[src/pkg/did_pkg.sv]
// Shared types and constants for the dual-issue in-order dispatch block.
// Assumes one core clock and a synchronous active-high reset.
package did_pkg;
  localparam int NUM_THREADS = 2;
  localparam int NUM_PORTS = 2;
  localparam int QUEUE_DEPTH = 8;
  localparam int TAG_W = 8;
  localparam logic [1:0] HALF_PTR_RST = 2'h0;
  localparam logic [2:0] HALF_CNT_RST = 3'h0;
  localparam logic THREAD_RST = 1'h0;
  // Extra load-to-use latency in cycles
  localparam int LOAD_USE_EXTRA = 0;

  typedef enum logic [3:0] {
    OP_ALU, OP_SHIFT, OP_LOAD, OP_STORE, OP_BIT, OP_JUMP, OP_LEA, OP_STACK,
    OP_SIMD_ALU, OP_SIMD_ALU64, OP_SHUFFLE, OP_FMUL, OP_DIV, OP_IMUL, OP_FADD,
    OP_FADD_PS
  } did_class_type;

  typedef enum logic [3:0] {
    U_NONE, U_INT_INTEGER_ALU_FIRST, U_SHIFT, U_LDST, U_INT_INTEGER_ALU_SECOND, U_BITP, U_JUMP, U_AGU1,
    U_SIMD_INTEGER_ALU_FIRST, U_SHUF, U_FMUL, U_DIV, U_SIMD_INTEGER_ALU_SECOND, U_FADD
  } did_unit_type;

  typedef struct packed {
    logic valid;
    did_class_type cls;
    logic mem_op;
    logic fp_side;
    logic may_except;
    logic ready;
    logic [TAG_W-1:0] tag;
  } did_op_type;

  typedef struct packed {
    logic valid;
    logic thread;
    did_unit_type unit;
    logic wide128;
    logic mem_op;
    logic fwd_store;
    logic [TAG_W-1:0] tag;
  } did_issue_type;
endpackage

[src/hdl/did_dispatch.sv]
// Front-end queue, thread picker and two-port issue for an in-order core.
// Assumes decoders present one op each per cycle and clusters accept issues.
module did_dispatch
  import did_pkg::*;
#(
  parameter int DEPTH = QUEUE_DEPTH
) (
  input wire logic mclk,
  input wire logic rst,
  input wire did_op_type dec0_op,
  input wire logic dec0_thread,
  input wire did_op_type dec1_op,
  input wire logic dec1_thread,
  output logic [NUM_THREADS-1:0] thread_room,
  input wire logic [NUM_THREADS-1:0] thread_stall,
  input wire logic store_pending,
  output did_issue_type issue0,
  output did_issue_type issue1
);
  localparam int HALF = DEPTH / NUM_THREADS;
  localparam int PW = $clog2(HALF);

  did_op_type mem_reg [NUM_THREADS][HALF];
  logic [PW-1:0] wr_ptr_reg [NUM_THREADS];
  logic [PW-1:0] rd_ptr_reg [NUM_THREADS];
  logic [PW:0] cnt_reg [NUM_THREADS];
  logic last_thread_reg;
  did_issue_type issue0_reg, issue1_reg;

  logic [1:0] wr_cnt [NUM_THREADS];
  logic [1:0] rd_cnt [NUM_THREADS];
  logic pick_thread;
  did_op_type head0, head1;
  logic head0_ok, head1_ok;
  logic [1:0] n_issue;
  did_unit_type u0_p0, u0_p1, u1_p0, u1_p1;
  logic swap;
  logic pair_ok;
  logic acc0, acc1;
  logic [NUM_THREADS-1:0] thread_ok;
  did_issue_type issue0_next, issue1_next;

  function automatic did_unit_type unit_on(input did_class_type c, input logic port);
    did_unit_type u;
    u = U_NONE;
    unique case (c)
      OP_ALU: u = port ? U_INT_INTEGER_ALU_SECOND : U_INT_INTEGER_ALU_FIRST;
      OP_SHIFT: u = port ? U_NONE : U_SHIFT;
      OP_LOAD, OP_STORE: u = port ? U_NONE : U_LDST;
      OP_BIT: u = port ? U_BITP : U_NONE;
      OP_JUMP: u = port ? U_JUMP : U_NONE;
      OP_LEA, OP_STACK: u = port ? U_AGU1 : U_NONE;
      OP_SIMD_ALU: u = port ? U_SIMD_INTEGER_ALU_SECOND : U_SIMD_INTEGER_ALU_FIRST;
      OP_SIMD_ALU64: u = port ? U_NONE : U_SIMD_INTEGER_ALU_FIRST;
      OP_SHUFFLE: u = port ? U_NONE : U_SHUF;
      OP_FMUL, OP_IMUL: u = port ? U_NONE : U_FMUL;
      OP_DIV: u = port ? U_NONE : U_DIV;
      OP_FADD, OP_FADD_PS: u = port ? U_FADD : U_NONE;
    endcase
    return u;
  endfunction

  // fp add with memory on either port
  function automatic did_unit_type bind_unit(input did_op_type o, input logic port);
    did_unit_type u;
    u = unit_on(o.cls, port);
    if (o.mem_op && (o.cls == OP_FADD || o.cls == OP_FADD_PS) && !port) begin
      u = U_FADD;
    end
    return u;
  endfunction

  // Datapath width follows the op class, not only the decoder's fp hint
  function automatic logic path_wide(input did_op_type o);
    logic w;
    w = o.fp_side;
    if (o.cls inside {OP_SIMD_ALU, OP_SIMD_ALU64, OP_SHUFFLE}) begin
      w = 1'b1;
    end
    if (o.cls == OP_FADD_PS) begin
      w = 1'b1;
    end else if (o.cls == OP_FADD) begin
      w = 1'b0;
    end
    return w;
  endfunction

  function automatic did_issue_type mk_issue(input did_op_type o, input logic t,
                                             input did_unit_type u, input logic sp);
    did_issue_type r;
    r.valid = 1'b1;
    r.thread = t;
    r.unit = u;
    r.wide128 = path_wide(o);
    r.mem_op = o.mem_op;
    r.fwd_store = sp && (o.cls == OP_LOAD) && !o.fp_side;
    r.tag = o.tag;
    return r;
  endfunction

  // two writes max
  // A full half refuses a write rather than overwriting its oldest op
  always_comb begin
    acc0 = dec0_op.valid && (int'(cnt_reg[dec0_thread]) < HALF);
    acc1 = dec1_op.valid && (int'(cnt_reg[dec1_thread])
         + ((acc0 && dec0_thread == dec1_thread) ? 1 : 0) < HALF);
    for (int t = 0; t < NUM_THREADS; t++) begin
      wr_cnt[t] = 2'((acc0 && dec0_thread == t[0]) ? 1 : 0)
                + 2'((acc1 && dec1_thread == t[0]) ? 1 : 0);
      thread_room[t] = (int'(cnt_reg[t]) + 2) <= HALF;
    end
  end

  always_comb begin
    for (int t = 0; t < NUM_THREADS; t++) begin
      thread_ok[t] = (cnt_reg[t] != '0) && !thread_stall[t]
                   && mem_reg[t][rd_ptr_reg[t]].ready;
    end
  end

  // fairness plus readiness
  // Alternating when both can go keeps one busy thread from starving the other
  always_comb begin
    if (thread_ok == 2'h3) begin
      pick_thread = ~last_thread_reg;
    end else begin
      pick_thread = thread_ok[1];
    end
  end

  always_comb begin
    logic [PW-1:0] p1;
    p1 = rd_ptr_reg[pick_thread] + PW'(1);
    head0 = mem_reg[pick_thread][rd_ptr_reg[pick_thread]];
    head1 = mem_reg[pick_thread][p1];
    head0_ok = (cnt_reg[pick_thread] != '0) && head0.ready && !thread_stall[pick_thread];
    // safe integer bypass; zero load-use wait
    head1_ok = head0_ok && (cnt_reg[pick_thread] > 1) && head1.ready
             && (!head0.may_except || !head1.fp_side);
    u0_p0 = bind_unit(head0, 1'b0);
    u0_p1 = bind_unit(head0, 1'b1);
    u1_p0 = bind_unit(head1, 1'b0);
    u1_p1 = bind_unit(head1, 1'b1);
    // Head takes port 0 when it can; it moves to port 1 when that
    // lets a port-0-only follower go in the same cycle
    swap = 1'b0;
    pair_ok = 1'b0;
    if (u0_p0 == U_NONE) begin
      swap = 1'b1;
      pair_ok = (u1_p0 != U_NONE);
    end else if (u1_p1 != U_NONE) begin
      pair_ok = 1'b1;
    end else if (head1_ok && u0_p1 != U_NONE && u1_p0 != U_NONE) begin
      swap = 1'b1;
      pair_ok = 1'b1;
    end
    n_issue = 2'h0;
    if (head0_ok) begin
      n_issue = 2'h1;
      if (head1_ok && pair_ok) begin
        n_issue = 2'h2;
      end
    end
    for (int t = 0; t < NUM_THREADS; t++) begin
      rd_cnt[t] = (t[0] == pick_thread) ? n_issue : 2'h0;
    end
  end

  // Write side advances by the ops accepted this cycle
  always_ff @(posedge mclk) begin
    if (rst) begin
      for (int t = 0; t < NUM_THREADS; t++) begin
        wr_ptr_reg[t] <= PW'(HALF_PTR_RST);
      end
    end else begin
      for (int t = 0; t < NUM_THREADS; t++) begin
        wr_ptr_reg[t] <= wr_ptr_reg[t] + PW'(wr_cnt[t]);
      end
    end
  end

  // Read side advances by the ops issued this cycle
  always_ff @(posedge mclk) begin
    if (rst) begin
      for (int t = 0; t < NUM_THREADS; t++) begin
        rd_ptr_reg[t] <= PW'(HALF_PTR_RST);
      end
    end else begin
      for (int t = 0; t < NUM_THREADS; t++) begin
        rd_ptr_reg[t] <= rd_ptr_reg[t] + PW'(rd_cnt[t]);
      end
    end
  end

  // Occupancy is one bit wider than a pointer so a full half is visible
  always_ff @(posedge mclk) begin
    if (rst) begin
      for (int t = 0; t < NUM_THREADS; t++) begin
        cnt_reg[t] <= (PW+1)'(HALF_CNT_RST);
      end
    end else begin
      for (int t = 0; t < NUM_THREADS; t++) begin
        cnt_reg[t] <= cnt_reg[t] + (PW+1)'(wr_cnt[t]) - (PW+1)'(rd_cnt[t]);
      end
    end
  end

  // Writes land in order: decoder 0 first when both hit one thread
  always_ff @(posedge mclk) begin
    if (acc0) begin
      mem_reg[dec0_thread][wr_ptr_reg[dec0_thread]] <= dec0_op;
    end
    if (acc1) begin
      mem_reg[dec1_thread][wr_ptr_reg[dec1_thread]
        + PW'((acc0 && dec0_thread == dec1_thread) ? 1 : 0)] <= dec1_op;
    end
  end

  always_ff @(posedge mclk) begin
    if (rst) begin
      last_thread_reg <= THREAD_RST;
    end else if (n_issue != 2'h0) begin
      last_thread_reg <= pick_thread;
    end
  end

  always_comb begin
    issue0_next = '0;
    issue1_next = '0;
    if (n_issue != 2'h0) begin
      if (!swap) begin
        issue0_next = mk_issue(head0, pick_thread, u0_p0, store_pending);
      end else begin
        issue1_next = mk_issue(head0, pick_thread, u0_p1, store_pending);
      end
    end
    if (n_issue == 2'h2) begin
      if (!swap) begin
        issue1_next = mk_issue(head1, pick_thread, u1_p1, store_pending);
      end else begin
        issue0_next = mk_issue(head1, pick_thread, u1_p0, store_pending);
      end
    end
  end

  always_ff @(posedge mclk) begin
    if (rst) begin
      issue0_reg <= '0;
    end else begin
      issue0_reg <= issue0_next;
    end
  end

  always_ff @(posedge mclk) begin
    if (rst) begin
      issue1_reg <= '0;
    end else begin
      issue1_reg <= issue1_next;
    end
  end

  assign issue0 = issue0_reg;
  assign issue1 = issue1_reg;
endmodule

[config.mk]
export PLATFORM = sky130hd
export DESIGN_NAME = did_dispatch
export DESIGN_NICKNAME = d
export VERILOG_FILES = /design/src/pkg/did_pkg.sv /design/src/hdl/did_dispatch.sv
export SDC_FILE = /design/constraint.sdc
export NUM_CORES = 1
export LEC_CHECK = 0
export BUFFER_PORTS_ARGS = -buffer_cell sky130_fd_sc_hd__buf_2
export CAP_MARGIN = 15
export CORE_ASPECT_RATIO = 1.4
export CORE_MARGIN = 2
export CORE_UTILIZATION = 45
export DETAILED_ROUTE_END_ITERATION = 7
export PLACE_DENSITY = 0.64
export SYNTH_ARGS = -nofsm -noshare
export SYNTH_HDL_FRONTEND = slang
export SYNTH_SLANG_ARGS = --single-unit
[constraint.sdc]
create_clock -name mclk -period 9.8 [get_ports mclk]
set_input_delay 0.49 -clock mclk [delete_from_list [all_inputs] [get_ports mclk]]
set_output_delay 0.49 -clock mclk [all_outputs]
set_load 0.02 [all_outputs]
==> summary.md, run 1 <==
| Metric | Value |
|---|---|
| Vias after detailed routing | 7,432 |
| Number of synthesized register bits | 177 |
| Layout Skew | 0.009192 ns |
| Sw power | 0.001210 W |
| Clock Sinks | 177 |
| Post-route ant nets | 0 |
| Fin. Hold Viols | 0 |
| Max rail drop VDD | 0.1510 mV |
| Rows | 65 |
| Sw frac | 0.3968 |
| Residual DRC | 0 |
| Multi-input gate area in the final layout | 5283 µm² |
| Largest net degree at the start of global routing | 49 |
| Internal | 0.001839 W |
| Leakage | 4.079 nW |
| Core ar. | 22,610 µm² |
| Hold crit path type | input pin to flip-flop |
| Worst Path Required | 10.12 ns |
| DR iter-0 viols | 875 |
| Post_cts resized | 0 |
| Async SR Flop Fraction | 0 |
| Crit Path Max Fanout | 45 |
| Max FFs per register | 128 |
| Max Cap Violations | 0 |
| Clk pwr share | 0.227 |
| Post-synth EDFFs | 128 |
| Gp weighted congestion | 0.8724 |
| Buffers on Ports | 76 |
| Die height | 183.6 µm |
| Sequential share of power | 0.322 |
| Starting Density | 0.4584 |
| GR Overflow Total | 0 |
| Initial antenna violation count | 0 |
| Full die area | 24,280 µm² |
| ANT cells | 0 |
| # nets final | 956 |
| Simple-gate share of the synthesized area | 0.1130 |
| DPL Wire Length | 18,450 µm |
| Status | completed |
| Setup TNS | 0 ns |
| CP Class | flip-flop to flip-flop |
| Post-Route WL | 27,500 µm |
| Setup bufs post-CTS | 0 |
| Main combinational cell family by area after synthesis | multiplexers |
| CTS tree | yes |
| Most used flip-flop cell after synthesis | edfxtp_1 |
| Slew margin rel. | 0.2197 |
| Setup violators final | 0 |
| CP arrival | 5.79 ns |
| RSZ-0062 raised after global routing | false |
| Post-synth design cell area | 10,360 µm² |
| Mapped Nets | 903 |
| Avg Inst Size Synth | 12.21 µm² |
| Power per cell area | 262.0 nW/µm² |
| Drt first pass iters | 6 |
| Post-synthesis mux area share | 0.2457 |
| Clk Latency, worst-skew pair | 0.45 ns |
| Seq. cell area | 4826 µm² |
| WL per Instance | 22.61 µm |
| Largest buffer count on any clock path | 2 |
| Area growth syn-to-layout | 12.30% |
| Worst path cell trace | buf_4, mux4_2, nand3_1, nand2_2, a221oi_2, and3b_1, o21ai_4, nor2_1, fa_1, inv_1, fa_1, xor2_1, xnor2_1, nor2_1 |
| H-tree lvl count | 4 |
| Startpoint Class | flip-flop |
| Adder-cell share of the synthesized area | 0.01859 |
| Worst-margin pin slew | 1.170 ns |
| Core Util, Final | 0.5148 |
| Xor-xnor portion of the synthesized cell area | 0.009296 |
| Compound-Gate Fraction of Synth Area | 0.1154 |
| Total CTS buffers | 17 |
| Clk pin slew, worst setup/hold paths | 0.07 ns |
| Tcrit/Tclk final | 0.5585 |
| Max stage delay on crit path | 0.70 ns |
| Comb pwr share | 0.451 |
| Peak Freq | 182.7 MHz |
| Sequential share of the synthesized area | 0.4655 |
| Fill cells | 2,037 |
| Slew Limit Fails | 0 |
| YS warnings | 0 |
| # hold bufs at CTS | 0 |
| Vias in the first global route | 7,188 |
| Layout cells sized above 1 | 0.3574 |
| CTS root buf | clkbuf_16 |
| Yosys cell types | 76 |
| Boundary Pins | 77 |
| Final worst path period need | 5.473 ns |
| Slowest CP cell | nand2_2 |
| Die Wd | 132.3 µm |
| Vias per cell | 6.112 |
| Post-synthesis instance total | 849 |
| Critical path capture point type | flip-flop |
| Overall Global Routing Usage | 0.2315 |
| First-pass GRT wire length | 42,680 µm |
## layout make-up
type / instances / share of cell area
Tap cell: 301 / 0.03236
Inverter: 13 / 0.004193
Timing Repair Buffer: 90 / 0.04343
Clock buffer: 21 / 0.04322
Multi-Input combinational cell: 603 / 0.4539
Clock inverter: 11 / 0.008278
Sequential cell: 177 / 0.4146
## synth_stat cells (8+ instances only)
cell       instances  share of area
dfxtp_1           49          0.095
edfxtp_1         128           0.37
mux4_2            33          0.072
a21oi_1           20         0.0097
clkbuf_1          18         0.0065
o211ai_1          10         0.0072
nor2_1            49          0.018
o21ai_0           25          0.012
ha_1               9          0.011
a2bb2oi_1          8         0.0068
nand2b_1           8         0.0048
mux2i_1           17          0.016
buf_2             29          0.014
mux2_2           138           0.15
o221ai_1           8         0.0068
o22ai_1           29          0.018
nand3_1           26          0.013
inv_1             13         0.0047
a211oi_1          20          0.014
nand2_1           45          0.016
xnor2_1            8         0.0068
and3_1            12         0.0072
nor3_1            10         0.0048
nor2b_1           25          0.015
## cell families (layout without fill, tap and decap cells)
| group | after synthesis | after routing |
|---|---|---|
| and+or+nand+nor | 221 | 221 |
| muxes | 191 | 191 |
| buffers and inverters | 69 | 135 |
| adders and majority gates | 13 | 13 |
| xor gates and xnor gates | 11 | 11 |
| DFF | 177 | 177 |
| other | 1 | 1 |
| AOI/OAI and AO/OA | 166 | 166 |
## power groups by stage
stage | Sequential, W | Clock (W) | Combinational [W]
after detailed placement | 0.000997 | 0 | 0.00135
final | 0.000981 | 0.000693 | 0.00137
after global placement | 0.000995 | 0 | 0.00134
after global routing | 0.000992 | 0.000731 | 0.00148
after CTS | 0.000982 | 0.000704 | 0.00135
after floorplan | 0.00101 | 0 | 0.000987
## metal layers
metal	GRT usage	part of all wire	vias up	routed length, µm
met3	0.04659	0.055	43	1522
met1	0.3068	0.44	3688	12000
met5	0	0	-	0
met4	0.07183	0.021	0	567
li1	-	-	3423	-
met2	0.3844	0.49	278	13400
## worst paths after layout
check	slack [ns]	cells past startpoint	to	from
worst max register to register	4.33	14	cnt_reg[0][2]$_SDFF_PP0_	rd_ptr_reg[0][0]$_SDFF_PP0_
worst min-delay path	0.36	3	issue0[8]$_SDFF_PP0_	store_pending
worst min register to register	0.46	2	last_thread_reg$_SDFFE_PP0P_	last_thread_reg$_SDFFE_PP0P_
worst max-delay path	4.33	14	cnt_reg[0][2]$_SDFF_PP0_	rd_ptr_reg[0][0]$_SDFF_PP0_
## layout by cell type, fill, tap and decap left out, drive strengths merged, types with 22 or more instances in the layout
cell	instances
nor2	51
o21ai	30
dfxtp	49
nand2	47
nor2b	25
inv	22
edfxtp	128
mux4	36
nand3	27
mux2	138
buf	90
o22ai	29
## worst max-delay path, delay by kind of cell, from the launching register on
kind	cells	cell delay [ns]
XOR/XNOR	2	0.33
buffers and inverters	2	0.49
multiplexers	1	0.62
adder cells (fa/ha/maj)	2	0.92
flip-flops	1	0.31
AND/OR/NAND/NOR	5	1.64
AO/OA/AOI/OAI	2	0.97
## per-stage QoR
| step | hold slack [ns] | setup slack, ns | instance area (µm²) | cells | total power, W |
|---|---|---|---|---|---|
| 2_1_floorplan | 0.4318 | 5.996 | 10360 | 849 | 0.001996 |
| 3_3_place_gp | 0.4463 | 4.560 | 11010 | 1183 | 0.002333 |
| 3_5_place_dp | 0.4471 | 4.433 | 11010 | 1183 | 0.002343 |
| 4_1_cts | 0.3430 | 4.417 | 11610 | 1215 | 0.003037 |
| 5_1_grt | 0.3549 | 4.034 | 11640 | 1216 | 0.003201 |
| 6_report | 0.3635 | 4.327 | 11640 | 1216 | 0.003049 |
Power figures use the tool's default switching activity.
==> run 2, diff against run 1 <==
Settings changed: PLACE_DENSITY 0.64 to 0.66.
Clock period 9.8 ns to 4.4 ns, I/O delays scaled along.
==> run 2 against run 1 <==
  * Register-to-register slack worse by 4.0 ns
  * Die area unchanged
  * Core utilization up 0.72 points
  * Total power up 130%
  * Non-clock buffer count up 21
  * Cell area up 1.4%
  * Critical path type unchanged
  * Largest power group unchanged
==> summary.md, run 2 (same netlist as run 1, synthesis figures left out) <==
| Metric | Value |
|---|---|
| Max Cap Violations | 0 (unchanged) |
| Crit path depth | 14 (unchanged) |
| Final worst path period need | 4.109 ns (-1.364 ns) |
| CTS tree | yes |
| Tcrit/Tclk final | 0.9338 (+0.3753) |
| Total CTS buffers | 17 (unchanged) |
| Die Wd | 132.3 µm (unchanged) |
| Slowest CP cell | mux4_1 |
| Gp weighted congestion | 0.8683 (-0.47%) |
| Setup bufs post-CTS | 0 (unchanged) |
| Buffers on Ports | 76 (unchanged) |
| Largest net degree at the start of global routing | 47 (-4.1%) |
| Fin. Hold Viols | 0 (unchanged) |
| Initial antenna violation count | 0 (unchanged) |
| Post_cts resized | 0 (unchanged) |
| Worst path cell trace | buf_4, mux4_1, and3b_1, o21ai_0, nand2_1, and3b_1, o21ai_4, nor2_1, fa_1, inv_1, fa_1, xor2_1, xnor2_1, nor2_1 |
| Vias per cell | 6.160 (+0.79%) |
| Crit Path Max Fanout | 42 (-6.7%) |
| Max rail drop VDD | 0.3609 mV (+140%) |
| GR Overflow Total | 0 (unchanged) |
| Vias in the first global route | 7,541 (+4.9%) |
| Core ar. | 22,610 µm² (unchanged) |
| Drt first pass iters | 5 (-1) |
| Clk pin slew, worst setup/hold paths | 0.07 ns (about the same) |
| Power per cell area | 586.1 nW/µm² (+120%) |
| CTS root buf | clkbuf_16 |
| Most common cell after layout, fill and taps aside | mux2_2 |
| Residual DRC | 0 (unchanged) |
| H-tree lvl count | 4 (unchanged) |
| First-pass GRT wire length | 44,290 µm (+3.8%) |
| Post-route ant nets | 0 (unchanged) |
| Largest buffer count on any clock path | 2 (unchanged) |
| Worst Path Required | 4.71 ns (-5.41 ns) |
| CP Class | flip-flop to flip-flop |
| Startpoint Class | flip-flop |
| RSZ-0062 raised after global routing | false |
| Max FFs per register | 128 (unchanged) |
| DR iter-0 viols | 725 (-17%) |
| CP Buf/Inv Count | 2 (unchanged) |
| Hold crit path type | input pin to flip-flop |
| Critical path capture point type | flip-flop |
| WL per Instance | 23.06 µm (+2.0%) |
| # nets final | 977 (+2.2%) |
| Die height | 183.6 µm (unchanged) |
| Hold Slack | 0.07294 ns (-0.2906 ns) |
| # hold bufs at CTS | 0 (unchanged) |
| Leakage | 4.178 nW (+2.4%) |
| Layout cells sized above 1 | 0.3697 (+0.01228) |
| Core Util, Final | 0.5220 (+0.007249) |
| Final setup margin | 0.2915 ns (-4.036 ns) |
| Setup TNS | 0 ns (unchanged) |
| Max stage delay on crit path | 0.69 ns (about the same) |
| Boundary Pins | 77 (unchanged) |
| Kind of cell adding the most delay to the critical path | adder cells |
| Overall Global Routing Usage | 0.2390 (+0.007578) |
| Rows | 65 (unchanged) |
| Slew margin rel. | 0.2677 (+0.04799) |
| Layout Skew | 0.01597 ns (+0.006773 ns) |
| Post-Route WL | 28,530 µm (+3.7%) |
| Worst-margin pin slew | 1.098 ns (-0.07120 ns) |
| Worst hold path cell count | 3 (unchanged) |
| Status | completed |
| Starting Density | 0.4584 (unchanged) |
| Setup violators final | 0 (unchanged) |
| DPL Wire Length | 19,230 µm (+4.2%) |
| Clk Latency, worst-skew pair | 0.45 ns (about the same) |
| Post-Place Setup Slack | 0.2910 ns (-4.142 ns) |
| Clock Sinks | 177 (unchanged) |
| ANT cells | 0 (unchanged) |
| Worst r2r path cells | 14 (unchanged) |
| Slew Limit Fails | 0 (unchanged) |
| Peak Freq | 243.4 MHz (+33%) |
| Vias after detailed routing | 7,620 (+2.5%) |
| CP arrival | 4.42 ns (-1.37 ns) |
| Most frequent cells in the layout | mux2_2 (138), edfxtp_1 (128), buf_2 (76) |
| Area growth syn-to-layout | 13.88% |
| Full die area | 24,280 µm² (unchanged) |
[run 2: cell count changes in the layout (fill, tap and decap cells not counted), sizes merged]
cell | previous run | this run
bufinv | 1 | 0
buf | 90 | 111
clkinv | 1 | 3
clkbuf | 21 | 24
inv | 22 | 18
[run 2: per-stage QoR]
| stage | total power (W) | instances | instance area (µm²) |
|---|---|---|---|
| after global routing | 0.007250 | 1237 | 11800 |
| after CTS | 0.006893 | 1237 | 11800 |
| after detailed placement | 0.005354 | 1205 | 11190 |
| after global placement | 0.005319 | 1205 | 11190 |
| final | 0.006917 | 1237 | 11800 |
| after floorplan | 0.004445 | 849 | 10360 |
[run 2: path summary, 6_finish.rpt]
kind                                 from                            to  slack [ns]
min reg2reg  last_thread_reg$_SDFFE_PP0P_  last_thread_reg$_SDFFE_PP0P_        0.47
max reg2reg   rd_ptr_reg[0][0]$_SDFF_PP0_      cnt_reg[1][2]$_SDFF_PP0_        0.29
min                         store_pending          issue0[8]$_SDFF_PP0_        0.07
max           rd_ptr_reg[0][0]$_SDFF_PP0_      cnt_reg[1][2]$_SDFF_PP0_        0.29
[run 2: power breakdown]
group	internal [W]	switching [W]	leakage [nW]
Clock	0.000881	0.000659	0.306
Sequential	0.00206	0.000134	1.57
Combinational	0.00126	0.00192	2.30
Total	0.00420	0.00271	4.18
[run 2: layer usage]
metal  track usage  vias to the layer above  routed length, µm
li1              -                     3471                  -
met3       0.03970                       49               1920
met2        0.4202                      325              14380
met5             0                        -                  0
met1        0.3027                     3775              11600
met4       0.07355                        0                626
[run 2: area by class of cell]
cell class	count	area, µm²
fill	2009	10810
multi-input combinational	603	5286
sequential	177	4826
timing repair buffer	111	655.6
clock buffer	24	546.8
tap	301	376.6
clock inverter	8	62.56
inverter	13	48.80
[run 2: worst reg2reg max path: stages (launching register included)]
cell and delay (ns):
dfxtp_2 0.34, buf_4 0.45, mux4_1 0.70, and3b_1 0.24, o21ai_0 0.11, nand2_1 0.15, and3b_1 0.23, o21ai_4 0.29
nor2_1 0.10, fa_1 0.49, inv_1 0.06, fa_1 0.44, xor2_1 0.19, xnor2_1 0.14, nor2_1 0.05
==> run 3, diff against run 2 <==
Settings changed: CAP_MARGIN 15 to 20, CORE_UTILIZATION 45 to 30, PLACE_DENSITY 0.66 to 0.48, SLEW_MARGIN set to 25.
==> run 3 against run 2 <==
  * Die area increased by 49%
  * Via count is 1.1% lower
  * Clock-buffer cell count shrank 5
  * Combinational power increased by 3%
  * Sequential power hardly changed
  * Highest routed layer unchanged
  * Final cell count increased by 13%
  * Global-route usage decreased by 6.0 points
==> summary.md, run 3 (same netlist as run 1, synthesis figures left out) <==
| Metric | Value |
|---|---|
| H-tree lvl count | 4 (unchanged) |
| Layout Cells excl Fill | 1,395 (+13%) |
| Setup bufs post-CTS | 0 (unchanged) |
| Setup violators final | 0 (unchanged) |
| Critical path capture point type | flip-flop |
| Clk pin slew, worst setup/hold paths | 0.07 ns (about the same) |
| Max FFs per register | 128 (unchanged) |
| Leakage | 4.169 nW (-0.22%) |
| Post_cts resized | 0 (unchanged) |
| Die height | 223.9 µm (+22%) |
| First-pass GRT wire length | 48,150 µm (+8.7%) |
| Tcrit/Tclk final | 0.8985 (-0.03527) |
| Post-route ant nets | 0 (unchanged) |
| Vias in the first global route | 7,584 (+0.57%) |
| Full die area | 36,070 µm² (+49%) |
| Dpl cells | 1,361 (+13%) |
| Largest net degree at the start of global routing | 47 (unchanged) |
| Status | completed |
| Vias after detailed routing | 7,533 (-1.1%) |
| Worst Path Required | 4.73 ns (+0.02 ns) |
| Layout Skew | 0.006291 ns (-0.009674 ns) |
| Final setup margin | 0.4467 ns (+0.1552 ns) |
| Most frequent cells in the layout | mux2_2 (138), edfxtp_1 (128), buf_2 (76) |
| Total CTS buffers | 17 (unchanged) |
| Setup TNS | 0 ns (unchanged) |
| CP arrival | 4.28 ns (-0.14 ns) |
| # hold bufs at CTS | 0 (unchanged) |
| Overall Global Routing Usage | 0.1795 (-0.05958) |
| Fin. Hold Viols | 0 (unchanged) |
| Worst r2r path cells | 14 (unchanged) |
| Slew Limit Fails | 0 (unchanged) |
| Initial antenna violation count | 2 (+2) |
| Gp weighted congestion | 0.8150 (-6.1%) |
| Worst hold path cell count | 3 (unchanged) |
| Rows | 80 (+23%) |
| Post-Route WL | 31,490 µm (+10%) |
| Clk Latency, worst-skew pair | 0.45 ns (about the same) |
| Die Wd | 161.1 µm (+22%) |
| Layout cells sized above 1 | 0.3758 (+0.006138) |
| Most common cell after layout, fill and taps aside | mux2_2 |
| Max rail drop VDD | 0.3211 mV (-11%) |
| Vias per cell | 5.400 (-12%) |
| Drt first pass iters | 4 (-1) |
| Core ar. | 34,030 µm² (+51%) |
| Peak Freq | 253.0 MHz (+3.9%) |
| Residual DRC | 0 (unchanged) |
| Worst-margin pin slew | 0.9653 ns (-0.1331 ns) |
| DR iter-0 viols | 540 (-26%) |
| WL per Instance | 22.58 µm (-2.1%) |
| Startpoint Class | flip-flop |
| CP Class | flip-flop to flip-flop |
| # nets final | 983 (+0.61%) |
| Largest buffer count on any clock path | 2 (unchanged) |
| DPL Wire Length | 21,560 µm (+12%) |
| CTS root buf | clkbuf_16 |
| Hold crit path type | input pin to flip-flop |
| Clock Sinks | 177 (unchanged) |
| RSZ-0062 raised after global routing | false |
| Final worst path period need | 3.953 ns (-0.1552 ns) |
| Boundary Pins | 77 (unchanged) |
| Crit Path Max Fanout | 9 (-79%) |
| GR Overflow Total | 0 (unchanged) |
| Tot Pwr | 0.006959 W (+0.61%) |
| Post-Place Setup Slack | 0.4687 ns (+0.1777 ns) |
| Buffers on Ports | 76 (unchanged) |
| Starting Density | 0.3045 (-0.1539) |
| Area growth syn-to-layout | 15.98% |
| CTS tree | yes |
| Power per cell area | 579.0 nW/µm² (-1.2%) |
| Max Cap Violations | 0 (unchanged) |
| Slew margin rel. | 0.3565 (+0.08876) |
run 3: layout make-up:
class | count | area (µm²)
fillers | 3379 | 22010
multi-input cells | 603 | 5286
flip-flops and latches | 177 | 4827
repair buffers | 117 | 725.7
well taps | 451 | 564.3
clock buffers | 19 | 432.9
clock inverters | 13 | 130.1
inverters | 13 | 48.80
diodes | 2 | 5.005
run 3: per-stage QoR:
stage / instance area, µm² / util / hold slack (ns)
2_1_floorplan: 10360 / - / 0.3817
3_3_place_gp: 11450 / 0.3365 / 0.4480
3_5_place_dp: 11450 / 0.3365 / 0.4470
4_1_cts: 12020 / 0.3531 / 0.05183
5_1_grt: 12020 / 0.3531 / 0.07594
6_report: 12020 / 0.3532 / 0.07935
run 3: path summary, 6_finish.rpt:
check | from | to | slack, ns
worst min-delay path | store_pending | issue0[8]$_SDFF_PP0_ | 0.08
worst min register to register | last_thread_reg$_SDFFE_PP0P_ | last_thread_reg$_SDFFE_PP0P_ | 0.46
worst max register to register | mem_reg[0][8]$_DFFE_PP_ | cnt_reg[0][2]$_SDFF_PP0_ | 0.45
worst max-delay path | mem_reg[0][8]$_DFFE_PP_ | cnt_reg[0][2]$_SDFF_PP0_ | 0.45
run 3: critical path, cell delays in order, from the launching register on:
cell	delay, ns
edfxtp_1	0.39
mux4_2	0.54
nand3_1	0.30
buf_4	0.23
nand3_1	0.10
a221oi_2	0.32
and3b_1	0.26
o21ai_4	0.27
nor2_1	0.10
fa_1	0.48
inv_1	0.05
fa_1	0.42
xor2_1	0.19
xnor2_1	0.13
nor2_1	0.05
run 3: layer usage:
| layer | global-route usage | vias up | wire length, µm |
|---|---|---|---|
| li1 | - | 3488 | - |
| met1 | 0.2249 | 3803 | 13380 |
| met2 | 0.3080 | 209 | 15880 |
| met3 | 0.03277 | 33 | 1483 |
| met4 | 0.06653 | 0 | 745 |
| met5 | 0 | - | 0 |
run 3: report_power, final:
part	internal (W)	switching (W)	total, W
Sequential	0.00206	0.000133	0.00220
Clock	0.000788	0.000703	0.00149
Combinational	0.00129	0.00198	0.00327
Total	0.00414	0.00282	0.00696
